### src/ddc_pkg.sv
// ddc_pkg: register map, field layout and protocol constants of the direct coil drive
// assumes: a 7-bit register address space with one 32-bit word per address
package ddc_pkg;

	// register addresses
	localparam logic [6:0] REG_GLOBAL_CONFIG = 7'h00;
	localparam logic [6:0] REG_CURRENT       = 7'h10;
	localparam logic [6:0] REG_STANDSTILL    = 7'h11;
	localparam logic [6:0] REG_POSITION      = 7'h21;
	localparam logic [6:0] REG_SETPOINT      = 7'h2d;
	localparam logic [6:0] REG_CHOPPER       = 7'h6c;
	localparam logic [6:0] REG_PWM_CONFIG    = 7'h70;

	// global_config fields
	localparam int GC_PWM_MODE_BIT = 2;
	localparam int GC_DIRECT_BIT   = 16;

	// current register fields (standstill_current, motion_current, current_decay_delay)
	localparam int CUR_HOLD_LSB  = 0;
	localparam int CUR_RUN_LSB   = 8;
	localparam int CUR_DELAY_LSB = 16;
	localparam int CUR_W         = 5;
	localparam int DELAY_W       = 4;

	// standstill_wait and chopper_off_time fields
	localparam int WAIT_LSB = 0;
	localparam int WAIT_W   = 8;
	localparam int CHOPPER_OFF_TIME_LSB = 0;
	localparam int CHOPPER_OFF_TIME_W   = 4;

	// pwm configuration fields
	localparam int PWM_OFFSET_AMPLITUDE_LSB   = 0;
	localparam int PWM_VELOCITY_GRADIENT_LSB  = 8;
	localparam int PWM_AUTO_BIT  = 18;
	localparam int PWM_IDLE_LSB  = 20;
	localparam logic [1:0] IDLE_IDLE_COIL_OPTION = 2'b01;

	// setpoint fields: two signed 9-bit motor commands
	localparam int SETP_A_LSB = 0;
	localparam int SETP_B_LSB = 16;
	localparam int SETP_W     = 9;

	// reset values
	localparam logic [31:0] RST_ZERO     = 32'h0000_0000;
	localparam logic [31:0] RST_PWM_CONF = 32'h0000_0000;
	localparam logic [7:0]  THROTTLE_MAX = 8'hff;

	// serial peripheral datagram
	localparam int SPI_FRAME_BITS = 40;
	localparam int SPI_WRITE_BIT  = 39;

	// single-wire datagram
	localparam logic [7:0] UART_SYNC      = 8'h05;
	localparam logic [7:0] UART_REPLY_DST = 8'hff;
	localparam logic [7:0] NODE_ADDR_HI   = 8'h01;
	localparam logic [7:0] NODE_ADDR_LO   = 8'h00;
	localparam logic [7:0] CRC_POLY       = 8'h07;
	localparam int         UART_WRITE_BIT = 7;
	localparam int         REPLY_BYTES    = 8;

	// run/hold timing: time base of the standstill and decay delays
	localparam int TICK_CYCLES_DEF = 262144;

endpackage

### src/ddc_uart_frame.sv
// ddc_uart_frame: single-wire datagram engine working on received and sent bytes
// assumes: a byte-level receiver/transmitter outside; host keeps one datagram at a time
`timescale 1ns/10ps
module ddc_uart_frame
	import ddc_pkg::*;
(
	// clock and reset
	input  wire logic        core_clk_i,
	input  wire logic        rst_i,
	// received bytes
	input  wire logic [7:0]  rx_byte_i,
	input  wire logic        rx_valid_i,
	input  wire logic [7:0]  node_addr_i,
	// register access
	output logic             wr_o,
	output logic [6:0]       addr_o,
	output logic [31:0]      data_o,
	input  wire logic [31:0] rd_data_i,
	// reply bytes
	output logic [7:0]       tx_byte_o,
	output logic             tx_valid_o,
	input  wire logic        tx_ready_i
);

	typedef enum logic [2:0] {U_SYNC, U_NODE, U_ADDR, U_DATA, U_CRC, U_REPLY} ddc_ustate_t;

	ddc_ustate_t state_q;
	logic [7:0]  crc_q;
	logic [7:0]  tcrc_q;
	logic [2:0]  cnt_q;
	logic        is_wr_q;
	logic [47:0] reply_q;

	// one byte folded into the crc, least significant bit first
	function automatic logic [7:0] crc_step(input logic [7:0] c, input logic [7:0] b);
		logic [7:0] r;
		r = c;
		for (int i = 0; i < 8; i++) begin
			if (r[7] ^ b[i]) begin
				r = {r[6:0], 1'b0} ^ CRC_POLY;
			end else begin
				r = {r[6:0], 1'b0};
			end
		end
		return r;
	endfunction

	assign tx_valid_o = (state_q == U_REPLY);

	// datagram receive, check and reply sequence
	always_ff @(posedge core_clk_i or posedge rst_i) begin
		if (rst_i) begin
			state_q   <= U_SYNC;
			crc_q     <= 8'h00;
			tcrc_q    <= 8'h00;
			cnt_q     <= 3'h0;
			is_wr_q   <= 1'b0;
			addr_o    <= 7'h00;
			data_o    <= RST_ZERO;
			wr_o      <= 1'b0;
			reply_q   <= 48'h0;
			tx_byte_o <= 8'h00;
		end else begin
			wr_o <= 1'b0;
			unique case (state_q)
				U_SYNC: if (rx_valid_i && rx_byte_i == UART_SYNC) begin
					crc_q   <= crc_step(8'h00, rx_byte_i);
					state_q <= U_NODE;
				end
				U_NODE: if (rx_valid_i) begin
					crc_q   <= crc_step(crc_q, rx_byte_i);
					state_q <= (rx_byte_i == node_addr_i) ? U_ADDR : U_SYNC;
				end
				U_ADDR: if (rx_valid_i) begin
					crc_q   <= crc_step(crc_q, rx_byte_i);
					addr_o  <= rx_byte_i[6:0];
					is_wr_q <= rx_byte_i[UART_WRITE_BIT];
					cnt_q   <= 3'h0;
					state_q <= rx_byte_i[UART_WRITE_BIT] ? U_DATA : U_CRC;
				end
				U_DATA: if (rx_valid_i) begin
					crc_q  <= crc_step(crc_q, rx_byte_i);
					data_o <= {data_o[23:0], rx_byte_i};
					cnt_q  <= cnt_q + 3'h1;
					if (cnt_q == 3'h3) begin
						state_q <= U_CRC;
					end
				end
				U_CRC: if (rx_valid_i) begin
					state_q <= U_SYNC;
					if (rx_byte_i == crc_q) begin
						if (is_wr_q) begin
							wr_o <= 1'b1;
						end else begin
							// eight-byte reply: sync, master, address, data, crc
							tx_byte_o <= UART_SYNC;
							tcrc_q    <= 8'h00;
							reply_q   <= {UART_REPLY_DST, 1'b0, addr_o, rd_data_i};
							cnt_q     <= 3'h0;
							state_q   <= U_REPLY;
						end
					end
				end
				U_REPLY: if (tx_ready_i) begin
					tcrc_q  <= crc_step(tcrc_q, tx_byte_o);
					cnt_q   <= cnt_q + 3'h1;
					reply_q <= {reply_q[39:0], 8'h00};
					if (cnt_q == 3'(REPLY_BYTES - 1)) begin
						state_q <= U_SYNC;
					end else if (cnt_q == 3'(REPLY_BYTES - 2)) begin
						tx_byte_o <= crc_step(tcrc_q, tx_byte_o);
					end else begin
						tx_byte_o <= reply_q[47:40];
					end
				end
				default: state_q <= U_SYNC;
			endcase
		end
	end

endmodule

### src/ddc_direct_drive.sv
// ddc_direct_drive: register file, serial access and direct coil drive of a two-coil driver
// assumes: all inputs synchronous to core_clk_i; bridges and current sensing sit outside
`timescale 1ns/10ps
// Overview of operation
// - direct flag takes coil commands from setpoint
// - setpoint 8..0 motor A, 24..16 motor B
// - direct current limit scaled by run/hold scale (hold setting at rest)
// - direct mode ignores step/dir positioning and ramp
// - 9-bit two's complement maps to +-100% voltage
// - pwm mode, autoscale off: no current sensing, duty only
// - hold zero plus option 01 freewheels coils
// - autoscale limit is run/hold scale times relative amplitude
// - regulate larger motor, scale other down too
// - chopper mode regulates each bridge independently
// - run/hold sequence runs, triggered by step only
// - step raises both coils to run, then hold
// - serial read returns data on next access
// - uart needs valid crc; node from select pin
// - uart write/read datagram layout, eight-byte reply
module ddc_direct_drive
	import ddc_pkg::*;
#(
	parameter int TICK_CYCLES = TICK_CYCLES_DEF
) (
	// clock and reset
	input  wire logic        core_clk_i,
	input  wire logic        rst_i,
	// serial peripheral port
	input  wire logic        spi_sck_i,
	input  wire logic        spi_csn_i,
	input  wire logic        spi_mosi_i,
	output logic             spi_miso_o,
	// single-wire port, byte level
	input  wire logic [7:0]  uart_rx_byte_i,
	input  wire logic        uart_rx_valid_i,
	input  wire logic        node_address_select_i,
	output logic [7:0]       uart_tx_byte_o,
	output logic             uart_tx_valid_o,
	input  wire logic        uart_tx_ready_i,
	// step/direction and motion-path coil commands
	input  wire logic        step_i,
	input  wire logic        dir_i,
	input  wire logic [8:0]  motion_coil_a_i,
	input  wire logic [8:0]  motion_coil_b_i,
	// current sense comparators
	input  wire logic        coil_a_over_i,
	input  wire logic        coil_b_over_i,
	// coil drive
	output logic             bridge_en_o,
	output logic [7:0]       coil_a_duty_o,
	output logic             coil_a_neg_o,
	output logic [7:0]       coil_b_duty_o,
	output logic             coil_b_neg_o,
	output logic [4:0]       coil_a_limit_o,
	output logic [4:0]       coil_b_limit_o,
	output logic             coil_a_reg_o,
	output logic             coil_b_reg_o,
	output logic             idle_coil_option_o,
	// motion controller side
	output logic             direct_active_o,
	output logic [31:0]      target_position_o
);

	typedef enum logic [1:0] {S_HOLD, S_RUN, S_WAIT, S_DECAY} ddc_cstate_t;

	logic [31:0] global_config_q, current_q, standstill_q, position_q;
	logic [31:0] direct_drive_setpoint_q, chopper_q, pwm_config_q;
	logic        direct, pwm_mode, autoscale;
	logic [4:0]  standstill_current, motion_current;
	logic [3:0]  current_decay_delay, chopper_off_time;
	logic [7:0]  standstill_wait;
	logic [1:0]  idle_coil_option;

	assign direct              = global_config_q[GC_DIRECT_BIT];
	assign pwm_mode            = global_config_q[GC_PWM_MODE_BIT];
	assign autoscale           = pwm_config_q[PWM_AUTO_BIT];
	assign idle_coil_option    = pwm_config_q[PWM_IDLE_LSB +: 2];
	assign standstill_current  = current_q[CUR_HOLD_LSB +: CUR_W];
	assign motion_current      = current_q[CUR_RUN_LSB +: CUR_W];
	assign current_decay_delay = current_q[CUR_DELAY_LSB +: DELAY_W];
	assign standstill_wait     = standstill_q[WAIT_LSB +: WAIT_W];
	assign chopper_off_time    = chopper_q[CHOPPER_OFF_TIME_LSB +: CHOPPER_OFF_TIME_W];

	// register read multiplexer shared by both ports
	function automatic logic [31:0] rd_mux(input logic [6:0] a);
		unique case (a)
			REG_GLOBAL_CONFIG: return global_config_q;
			REG_CURRENT:       return current_q;
			REG_STANDSTILL:    return standstill_q;
			REG_POSITION:      return position_q;
			REG_SETPOINT:      return direct_drive_setpoint_q;
			REG_CHOPPER:       return chopper_q;
			REG_PWM_CONFIG:    return pwm_config_q;
			default:           return RST_ZERO;
		endcase
	endfunction

	// serial peripheral: sck edges found against the previous sample
	logic        sck_q, csn_q, spi_wr, spi_end;
	logic [5:0]  bit_cnt_q;
	logic [39:0] rx_q, tx_q;
	logic [31:0] rd_latch_q;
	logic        sck_rise, sck_fall;

	assign sck_rise   = spi_sck_i & ~sck_q & ~spi_csn_i;
	assign sck_fall   = ~spi_sck_i & sck_q & ~spi_csn_i;
	assign spi_end    = spi_csn_i & ~csn_q & (bit_cnt_q == 6'(SPI_FRAME_BITS));
	assign spi_wr     = spi_end & rx_q[SPI_WRITE_BIT];
	assign spi_miso_o = tx_q[SPI_FRAME_BITS-1];

	// 40-bit shift in on rising sck, shift out on falling sck
	always_ff @(posedge core_clk_i or posedge rst_i) begin
		if (rst_i) begin
			sck_q      <= 1'b0;
			csn_q      <= 1'b1;
			bit_cnt_q  <= 6'h00;
			rx_q       <= 40'h0;
			tx_q       <= 40'h0;
			rd_latch_q <= RST_ZERO;
		end else begin
			sck_q <= spi_sck_i;
			csn_q <= spi_csn_i;
			if (!spi_csn_i && csn_q) begin
				bit_cnt_q <= 6'h00;
				tx_q      <= {direct, 7'h00, rd_latch_q};
			end else if (sck_rise) begin
				rx_q <= {rx_q[38:0], spi_mosi_i};
				if (bit_cnt_q != 6'(SPI_FRAME_BITS)) begin
					bit_cnt_q <= bit_cnt_q + 6'h01;
				end
			end else if (sck_fall) begin
				tx_q <= {tx_q[38:0], 1'b0};
			end
			// named register is captured now and shifted out next access
			if (spi_end) begin
				rd_latch_q <= rd_mux(rx_q[38:32]);
			end
		end
	end

	// single-wire datagram engine
	logic        u_wr;
	logic [6:0]  u_addr;
	logic [31:0] u_data;

	ddc_uart_frame u_frame (
		.core_clk_i (core_clk_i),
		.rst_i      (rst_i),
		.rx_byte_i  (uart_rx_byte_i),
		.rx_valid_i (uart_rx_valid_i),
		.node_addr_i(node_address_select_i ? NODE_ADDR_HI : NODE_ADDR_LO),
		.wr_o       (u_wr),
		.addr_o     (u_addr),
		.data_o     (u_data),
		.rd_data_i  (rd_mux(u_addr)),
		.tx_byte_o  (uart_tx_byte_o),
		.tx_valid_o (uart_tx_valid_o),
		.tx_ready_i (uart_tx_ready_i)
	);

	// one write port: serial peripheral wins a same-cycle clash
	logic        wr_en;
	logic [6:0]  wr_addr;
	logic [31:0] wr_data;

	assign wr_en   = spi_wr | u_wr;
	assign wr_addr = spi_wr ? rx_q[38:32] : u_addr;
	assign wr_data = spi_wr ? rx_q[31:0] : u_data;

	// configuration registers
	always_ff @(posedge core_clk_i or posedge rst_i) begin
		if (rst_i) begin
			global_config_q         <= RST_ZERO;
			current_q               <= RST_ZERO;
			standstill_q            <= RST_ZERO;
			direct_drive_setpoint_q <= RST_ZERO;
			chopper_q               <= RST_ZERO;
			pwm_config_q            <= RST_PWM_CONF;
		end else if (wr_en) begin
			unique case (wr_addr)
				REG_GLOBAL_CONFIG: global_config_q <= wr_data;
				REG_CURRENT:       current_q <= wr_data;
				REG_STANDSTILL:    standstill_q <= wr_data;
				REG_SETPOINT:      direct_drive_setpoint_q <= wr_data;
				REG_CHOPPER:       chopper_q <= wr_data;
				REG_PWM_CONFIG:    pwm_config_q <= wr_data;
				default:           ;
			endcase
		end
	end

	// step edge detect
	logic step_q, step_rise;
	always_ff @(posedge core_clk_i or posedge rst_i) begin
		if (rst_i) begin
			step_q <= 1'b0;
		end else begin
			step_q <= step_i;
		end
	end
	assign step_rise = step_i & ~step_q;

	// position counter: step/dir only outside direct mode
	always_ff @(posedge core_clk_i or posedge rst_i) begin
		if (rst_i) begin
			position_q <= RST_ZERO;
		end else if (wr_en && wr_addr == REG_POSITION) begin
			position_q <= wr_data;
		end else if (step_rise && !direct) begin
			position_q <= dir_i ? position_q + 32'h1 : position_q - 32'h1;
		end
	end

	assign direct_active_o   = direct;
	assign target_position_o = direct_drive_setpoint_q;

	// run/hold current sequencer on a common time base
	ddc_cstate_t cstate_q;
	logic [4:0]  scale_q, cur_scale;
	logic [7:0]  tcnt_q;
	logic [$clog2(TICK_CYCLES)-1:0] tick_cnt_q;
	logic        tick;

	assign tick      = (tick_cnt_q == ($clog2(TICK_CYCLES))'(TICK_CYCLES - 1));
	assign cur_scale = (cstate_q == S_HOLD) ? standstill_current : scale_q;

	always_ff @(posedge core_clk_i or posedge rst_i) begin
		if (rst_i) begin
			tick_cnt_q <= '0;
		end else begin
			tick_cnt_q <= tick ? '0 : tick_cnt_q + 1'b1;
		end
	end

	always_ff @(posedge core_clk_i or posedge rst_i) begin
		if (rst_i) begin
			cstate_q <= S_HOLD;
			scale_q  <= 5'h00;
			tcnt_q   <= 8'h00;
		end else if (step_rise) begin
			cstate_q <= S_RUN;
			scale_q  <= motion_current;
			tcnt_q   <= 8'h00;
		end else begin
			unique case (cstate_q)
				S_HOLD:  ;
				S_RUN:   cstate_q <= S_WAIT;
				S_WAIT: if (tick) begin
					tcnt_q <= tcnt_q + 8'h01;
					if (tcnt_q >= standstill_wait) begin
						tcnt_q   <= 8'h00;
						cstate_q <= S_DECAY;
					end
				end
				S_DECAY: if (scale_q <= standstill_current) begin
					cstate_q <= S_HOLD;
				end else if (tick) begin
					tcnt_q <= tcnt_q + 8'h01;
					if (tcnt_q[3:0] >= current_decay_delay) begin
						tcnt_q  <= 8'h00;
						scale_q <= scale_q - 5'h01;
					end
				end
			endcase
		end
	end

	// coil command source and magnitude
	logic [8:0] cmd_a, cmd_b, mag_a9, mag_b9;
	logic [7:0] mag_a, mag_b;
	logic       a_dom;

	assign cmd_a  = direct ? direct_drive_setpoint_q[SETP_A_LSB +: SETP_W]
		: motion_coil_a_i;
	assign cmd_b  = direct ? direct_drive_setpoint_q[SETP_B_LSB +: SETP_W]
		: motion_coil_b_i;
	assign mag_a9 = cmd_a[8] ? (~cmd_a + 9'h001) : cmd_a;
	assign mag_b9 = cmd_b[8] ? (~cmd_b + 9'h001) : cmd_b;
	assign mag_a  = mag_a9[8] ? 8'hff : mag_a9[7:0];
	assign mag_b  = mag_b9[8] ? 8'hff : mag_b9[7:0];
	assign a_dom  = (mag_a >= mag_b);

	// shared pwm throttle: backs off while the dominant motor is over its limit
	logic [7:0] thr_q;
	logic       regulate, dom_over;

	assign regulate = pwm_mode & autoscale;
	assign dom_over = a_dom ? coil_a_over_i : coil_b_over_i;

	always_ff @(posedge core_clk_i or posedge rst_i) begin
		if (rst_i) begin
			thr_q <= THROTTLE_MAX;
		end else if (!regulate) begin
			thr_q <= THROTTLE_MAX;
		end else if (dom_over) begin
			thr_q <= (thr_q == 8'h00) ? thr_q : thr_q - 8'h01;
		end else begin
			thr_q <= (thr_q == THROTTLE_MAX) ? thr_q : thr_q + 8'h01;
		end
	end

	// scaled duty and current limits
	logic [16:0] duty_a_p, duty_b_p;
	logic [12:0] lim_a_p, lim_b_p;

	assign duty_a_p = mag_a * {1'b0, thr_q} + mag_a;
	assign duty_b_p = mag_b * {1'b0, thr_q} + mag_b;
	assign lim_a_p  = cur_scale * mag_a;
	assign lim_b_p  = cur_scale * mag_b;

	// registered coil drive outputs
	always_ff @(posedge core_clk_i or posedge rst_i) begin
		if (rst_i) begin
			coil_a_duty_o  <= 8'h00;
			coil_b_duty_o  <= 8'h00;
			coil_a_neg_o   <= 1'b0;
			coil_b_neg_o   <= 1'b0;
			coil_a_limit_o <= 5'h00;
			coil_b_limit_o <= 5'h00;
			coil_a_reg_o   <= 1'b0;
			coil_b_reg_o   <= 1'b0;
			idle_coil_option_o    <= 1'b0;
			bridge_en_o    <= 1'b0;
		end else begin
			coil_a_duty_o <= duty_a_p[15:8];
			coil_b_duty_o <= duty_b_p[15:8];
			coil_a_neg_o  <= cmd_a[8];
			coil_b_neg_o  <= cmd_b[8];
			bridge_en_o   <= (chopper_off_time != 4'h0);
			idle_coil_option_o   <= (standstill_current == 5'h00)
				&& (idle_coil_option == IDLE_IDLE_COIL_OPTION);
			if (!pwm_mode) begin
				coil_a_limit_o <= cur_scale;
				coil_b_limit_o <= cur_scale;
				coil_a_reg_o   <= 1'b1;
				coil_b_reg_o   <= 1'b1;
			end else if (autoscale) begin
				coil_a_limit_o <= lim_a_p[12:8];
				coil_b_limit_o <= lim_b_p[12:8];
				coil_a_reg_o   <= a_dom;
				coil_b_reg_o   <= ~a_dom;
			end else begin
				coil_a_limit_o <= cur_scale;
				coil_b_limit_o <= cur_scale;
				coil_a_reg_o   <= 1'b0;
				coil_b_reg_o   <= 1'b0;
			end
		end
	end

	// checks
	a_step_ignored: assert property (@(posedge core_clk_i) disable iff (rst_i)
		direct && step_rise && !wr_en |=> position_q == $past(position_q))
		else $error("step moved position in direct mode");
	a_step_counts: assert property (@(posedge core_clk_i) disable iff (rst_i)
		!direct && step_rise && dir_i && !wr_en |=> position_q == $past(position_q) + 32'h1)
		else $error("step did not advance position");
	a_polarity_a: assert property (@(posedge core_clk_i) disable iff (rst_i)
		direct |=> coil_a_neg_o == $past(direct_drive_setpoint_q[8]))
		else $error("coil a polarity not from setpoint");
	a_polarity_b: assert property (@(posedge core_clk_i) disable iff (rst_i)
		direct |=> coil_b_neg_o == $past(direct_drive_setpoint_q[24]))
		else $error("coil b polarity not from setpoint");
	a_run_on_step: assert property (@(posedge core_clk_i) disable iff (rst_i)
		step_rise |=> cstate_q == S_RUN && scale_q == $past(motion_current) ##1 cstate_q == S_WAIT)
		else $error("step did not start run current");
	a_voltage_nosense: assert property (@(posedge core_clk_i) disable iff (rst_i)
		pwm_mode && !autoscale |=> !coil_a_reg_o && !coil_b_reg_o && thr_q == THROTTLE_MAX)
		else $error("sensing used with autoscale off");
	a_chop_indep: assert property (@(posedge core_clk_i) disable iff (rst_i)
		!pwm_mode |=> coil_a_reg_o && coil_b_reg_o && coil_a_limit_o == coil_b_limit_o)
		else $error("chopper mode not regulating both bridges");
	a_dominant_reg: assert property (@(posedge core_clk_i) disable iff (rst_i)
		regulate && mag_a > mag_b |=> coil_a_reg_o && !coil_b_reg_o)
		else $error("regulation not on larger motor");
	a_idle_coil_option_cond: assert property (@(posedge core_clk_i) disable iff (rst_i)
		idle_coil_option_o |-> $past(standstill_current) == 5'h00)
		else $error("idle_coil_option with nonzero hold current");
	a_spi_write: assert property (@(posedge core_clk_i) disable iff (rst_i)
		spi_wr && rx_q[38:32] == REG_SETPOINT |=> direct_drive_setpoint_q == $past(rx_q[31:0]))
		else $error("serial write lost");

endmodule

### config.mk
export PLATFORM = sky130hd
export DESIGN_NAME = ddc_direct_drive
export DESIGN_NICKNAME = d
export VERILOG_FILES = /design/src/ddc_pkg.sv /design/src/ddc_uart_frame.sv /design/src/ddc_direct_drive.sv
export SDC_FILE = /design/constraint.sdc
export NUM_CORES = 2
export LEC_CHECK = 0
export BUFFER_PORTS_ARGS = -buffer_cell sky130_fd_sc_hd__buf_2
export CAP_MARGIN = 20
export CELL_PAD_IN_SITES_DETAIL_PLACEMENT = 1
export CELL_PAD_IN_SITES_GLOBAL_PLACEMENT = 2
export CORE_MARGIN = 3
export CORE_UTILIZATION = 40
export DETAILED_ROUTE_END_ITERATION = 8
export PLACE_DENSITY = 0.9
export SYNTH_ARGS = -nofsm -noshare
export SYNTH_HDL_FRONTEND = slang
export SYNTH_HIERARCHICAL = 1
export SYNTH_SLANG_ARGS = --single-unit
### constraint.sdc
create_clock -name core_clk_i -period 19.9 [get_ports core_clk_i]
set_clock_uncertainty 0.05 [all_clocks]
set_input_delay 3.98 -clock core_clk_i [delete_from_list [all_inputs] [get_ports core_clk_i]]
set_output_delay 3.98 -clock core_clk_i [all_outputs]
set_load 0.01 [all_outputs]
==> impl_metrics.ini <==
[power]
ir_drop_mv = 0.122
power.density_nw_per_um2 = 102
p_leak_nw = 17.9

[timing]
tightest_slew_ns = 1.18
min_period_ns = 9.76
drv_slew = 0
rsz0062_at_grt = no
fmax_ghz = 0.102
final-hold-violation-count = 0
fin_ws_ns = 10.14
setup_viol = 0
finalCritPeriodShare_pct = 49.0
slew-limit-headroom_pct = 19.4
setup-tns-final_ns = 0

[clock_tree]
cts-root-buf = clkbuf_16
cts_setup_buffers = 0
clock_latency_ns = 0.68
cts_max_level = 2
tritoncts = done
clockBufferDepth = 3
cts_resized = 0
hold_buffers = 0
clock_sinks = 537
cts_made_buffers = 60
clk_pin_slew_ns = 0.06

[run_status]
outcome = finished, violations left
violations = DRC

[worst_setup_path]
cpPeakStageDelay_ns = 0.89
cpMaxStageDelayCell = a22oi_1
crit_fanout = 12
worstPathCellList = buf_2, mux2i_1, ha_1, o221ai_2, a22oi_1, and2_1, fa_1, fa_1, inv_1, fa_1, fa_1, inv_1, ha_1, a21oi_1, nor2b_1, a211oi_2, o21ai_1, a21o_1, and2_1, o21ai_0, a21oi_1, xnor2_1
startpoint_type = primary input
crit_buf_inv = 3
critical_path_required_ns = 20.33
crit_type = primary input to flip-flop
arrival_ns = 10.19
crit_path_end_kind = flip-flop
cp_common_cell = fa_1
critical-path-top-delay-family = adder cells

[global_route]
grt_use_met2_pct = 42.1
antenna_found_initial = 8
overflow = 0
grt_use_met3_pct = 4.71
grt_start_max_net_pins = 96
use_met1_pct = 33.9
grt_usage_pct = 25.7
grt_pass1_vias = 30000
grt.busiest_layer = met2
grt_first_pass_wirelength_mm = 180

[place]
post-place-ws_ns = 9.53
placed_area_um2 = 35800
io_buffers = 112
place_congestion = 0.860
place_hpwl_mm = 78.3

[synth]
syn_inst = 3572
ys_warn_count = 6
synth_seq_cells = 537
synth_area_per_cell_um2 = 9.56
synth_top_family_by_area = compound AO/OA/AOI/OAI gates
synth_fa_ha_area_share_pct = 13.7
synthArstFlopShare_pct = 100
synth-xor-area-share_pct = 4.36
synth_compound_area_share_pct = 17.7
synth_seq_area_share_pct = 39.4
synth_edf_count = 0
yosys.area_share.simple_pct = 13.6
synth_mux_area_share_pct = 6.26
synth_top_flop_cell = dfrtp_1
synth_cell_types = 93
netlist_area_um2 = 34200

[routing]
drc = 3
wl_per_cell_um = 24.1
vias_per_cell = 5.92
drt_iter0_markers = 2692
totalWireLength_mm = 115
drtAntennaViolNets = 0
drtPass1Iterations = 9
vias = 28300

[die]
io_pins = 113
initial_core_util_pct = 40.6
num_rows = 106
design.core.area_um2 = 84100
dieHeight_um = 298
chipWidth_um = 298
dieArea_um2 = 88900

[finish]
area_growth_pct = 11.0
mostFrequentLayoutCell = dfrtp_1
drive_above_1_share_pct = 11.1
nets = 3927
design_area_um2 = 37900
final_cell_mix = dfrtp_1, nand2_1, nor2_1

[flow_run]
drv_cap = 0

[worst_hold_path]
hold_class = flip-flop to flip-flop
==> cell type report <==
| cell class | instances | area, um^2 |
|---|---|---|
| antenna | 3 | 7.51 |
| multi-input combinational | 2611 | 19100 |
| timing repair buffer | 166 | 966 |
| sequential | 537 | 13500 |
| tap | 1134 | 1420 |
| clock buffer | 86 | 1720 |
| inverter | 213 | 810 |
| clock inverter | 27 | 408 |
| fill | 9556 | 46200 |
==> path summary, 6_finish.rpt <==
check | end | cells past startpoint | from | slack, ns
max | coil_b_duty_o[7] | 22 | motion_coil_b_i[0] | 10.14
min | tx_q[12] | 2 | rd_latch_q[12] | 0.43
max reg2reg | coil_b_duty_o[7] | 22 | global_config_q[16] | 12.55
min reg2reg | tx_q[12] | 2 | rd_latch_q[12] | 0.43
max in group asynchronous | global_config_q[16] | 5 | rst_i | 13.21
min in group asynchronous | rx_q[9] | 2 | rst_i | 3.40
==> cell families (layout without fill, tap and decap cells) <==
| group | Yosys count | in the layout |
|---|---|---|
| compound gates | 930 | 930 |
| xor+xnor | 152 | 152 |
| fa+ha+maj | 300 | 300 |
| buf+inv | 430 | 492 |
| flops | 537 | 537 |
| mux | 203 | 203 |
| other cells | 1 | 10 |
| simple gates | 1019 | 1019 |
==> layer usage <==
| metal | vias up | wire length [um] |
|---|---|---|
| met5 | - | 39 |
| met2 | 1022 | 53600 |
| met4 | 6 | 4780 |
| met1 | 14400 | 48400 |
| met3 | 272 | 8380 |
| li1 | 12600 | - |
==> sequential cells by signal, indices dropped and copies added, names as in the netlist, 18 cells and up <==
signal	count
u_frame/reply_q	48
rx_q	40
tx_q	40
chopper_q	32
current_q	32
global_config_q	32
position_q	32
pwm_config_q	32
rd_latch_q	32
standstill_q	32
target_position_o	32
u_frame/data_o	32
tick_cnt_q	18
==> synth_stat cells (9+ instances only) <==
master / instances / area, um^2
nor4_1: 16 / 100
dfrtp_1: 528 / 13200
xnor2_1: 94 / 823
nand2b_1: 15 / 93.8
a211oi_1: 23 / 173
and3_1: 17 / 106
nand3_1: 68 / 340
a2bb2oi_1: 31 / 272
and2_1: 82 / 513
nand2_1: 346 / 1300
o22a_1: 11 / 96.3
a222oi_1: 77 / 771
mux2i_1: 118 / 1180
clkbuf_1: 168 / 631
buf_2: 29 / 145
buf_1: 10 / 37.5
o22ai_1: 35 / 219
dfstp_2: 9 / 236
fa_1: 122 / 2440
xor2_1: 45 / 394
nand4_1: 20 / 125
a22oi_1: 77 / 578
mux2_1: 16 / 180
o21a_1: 14 / 105
a31oi_1: 11 / 68.8
nor2b_1: 36 / 225
nor2_1: 332 / 1250
o211ai_1: 9 / 67.6
inv_1: 212 / 796
nor3_1: 28 / 140
mux2_2: 69 / 777
o21ai_1: 16 / 80.1
o21bai_1: 14 / 105
or3_1: 9 / 56.3
a21o_1: 27 / 203
o21ai_0: 225 / 1130
ha_1: 178 / 2230
a21oi_1: 278 / 1390
==> per-stage QoR <==
step	hold slack [ns]	total power, mW	util [%]	cells
finish	0.427	3.87	45.1	4777
global route	0.444	4.14	45.1	4775
CTS	0.434	3.89	45.1	4772
detailed placement	0.418	2.66	42.5	4659
global placement	0.403	2.61	42.5	4659
floorplan	0.388	2.32	-	3578
==> worst register-to-register path: cells and delay by family (launching register included) <==
family	cells	cell delay [ns]
adders and majority gates	6	2.53
AOI/OAI and AO/OA	8	2.27
muxes	1	0.70
buffers and inverters	3	0.59
and+or+nand+nor	3	0.55
DFF	1	0.34
xor gates and xnor gates	1	0.14
==> where the power goes <==
part / leakage (nW) / total [mW] / switching [mW] / internal [mW]
registers: 7.10 / 1.25 / 0.0777 / 1.17
clock network: 1.03 / 1.20 / 0.490 / 0.707
logic: 9.80 / 1.42 / 0.805 / 0.616
total: 17.9 / 3.87 / 1.37 / 2.49
Power figures use the tool's default switching activity.
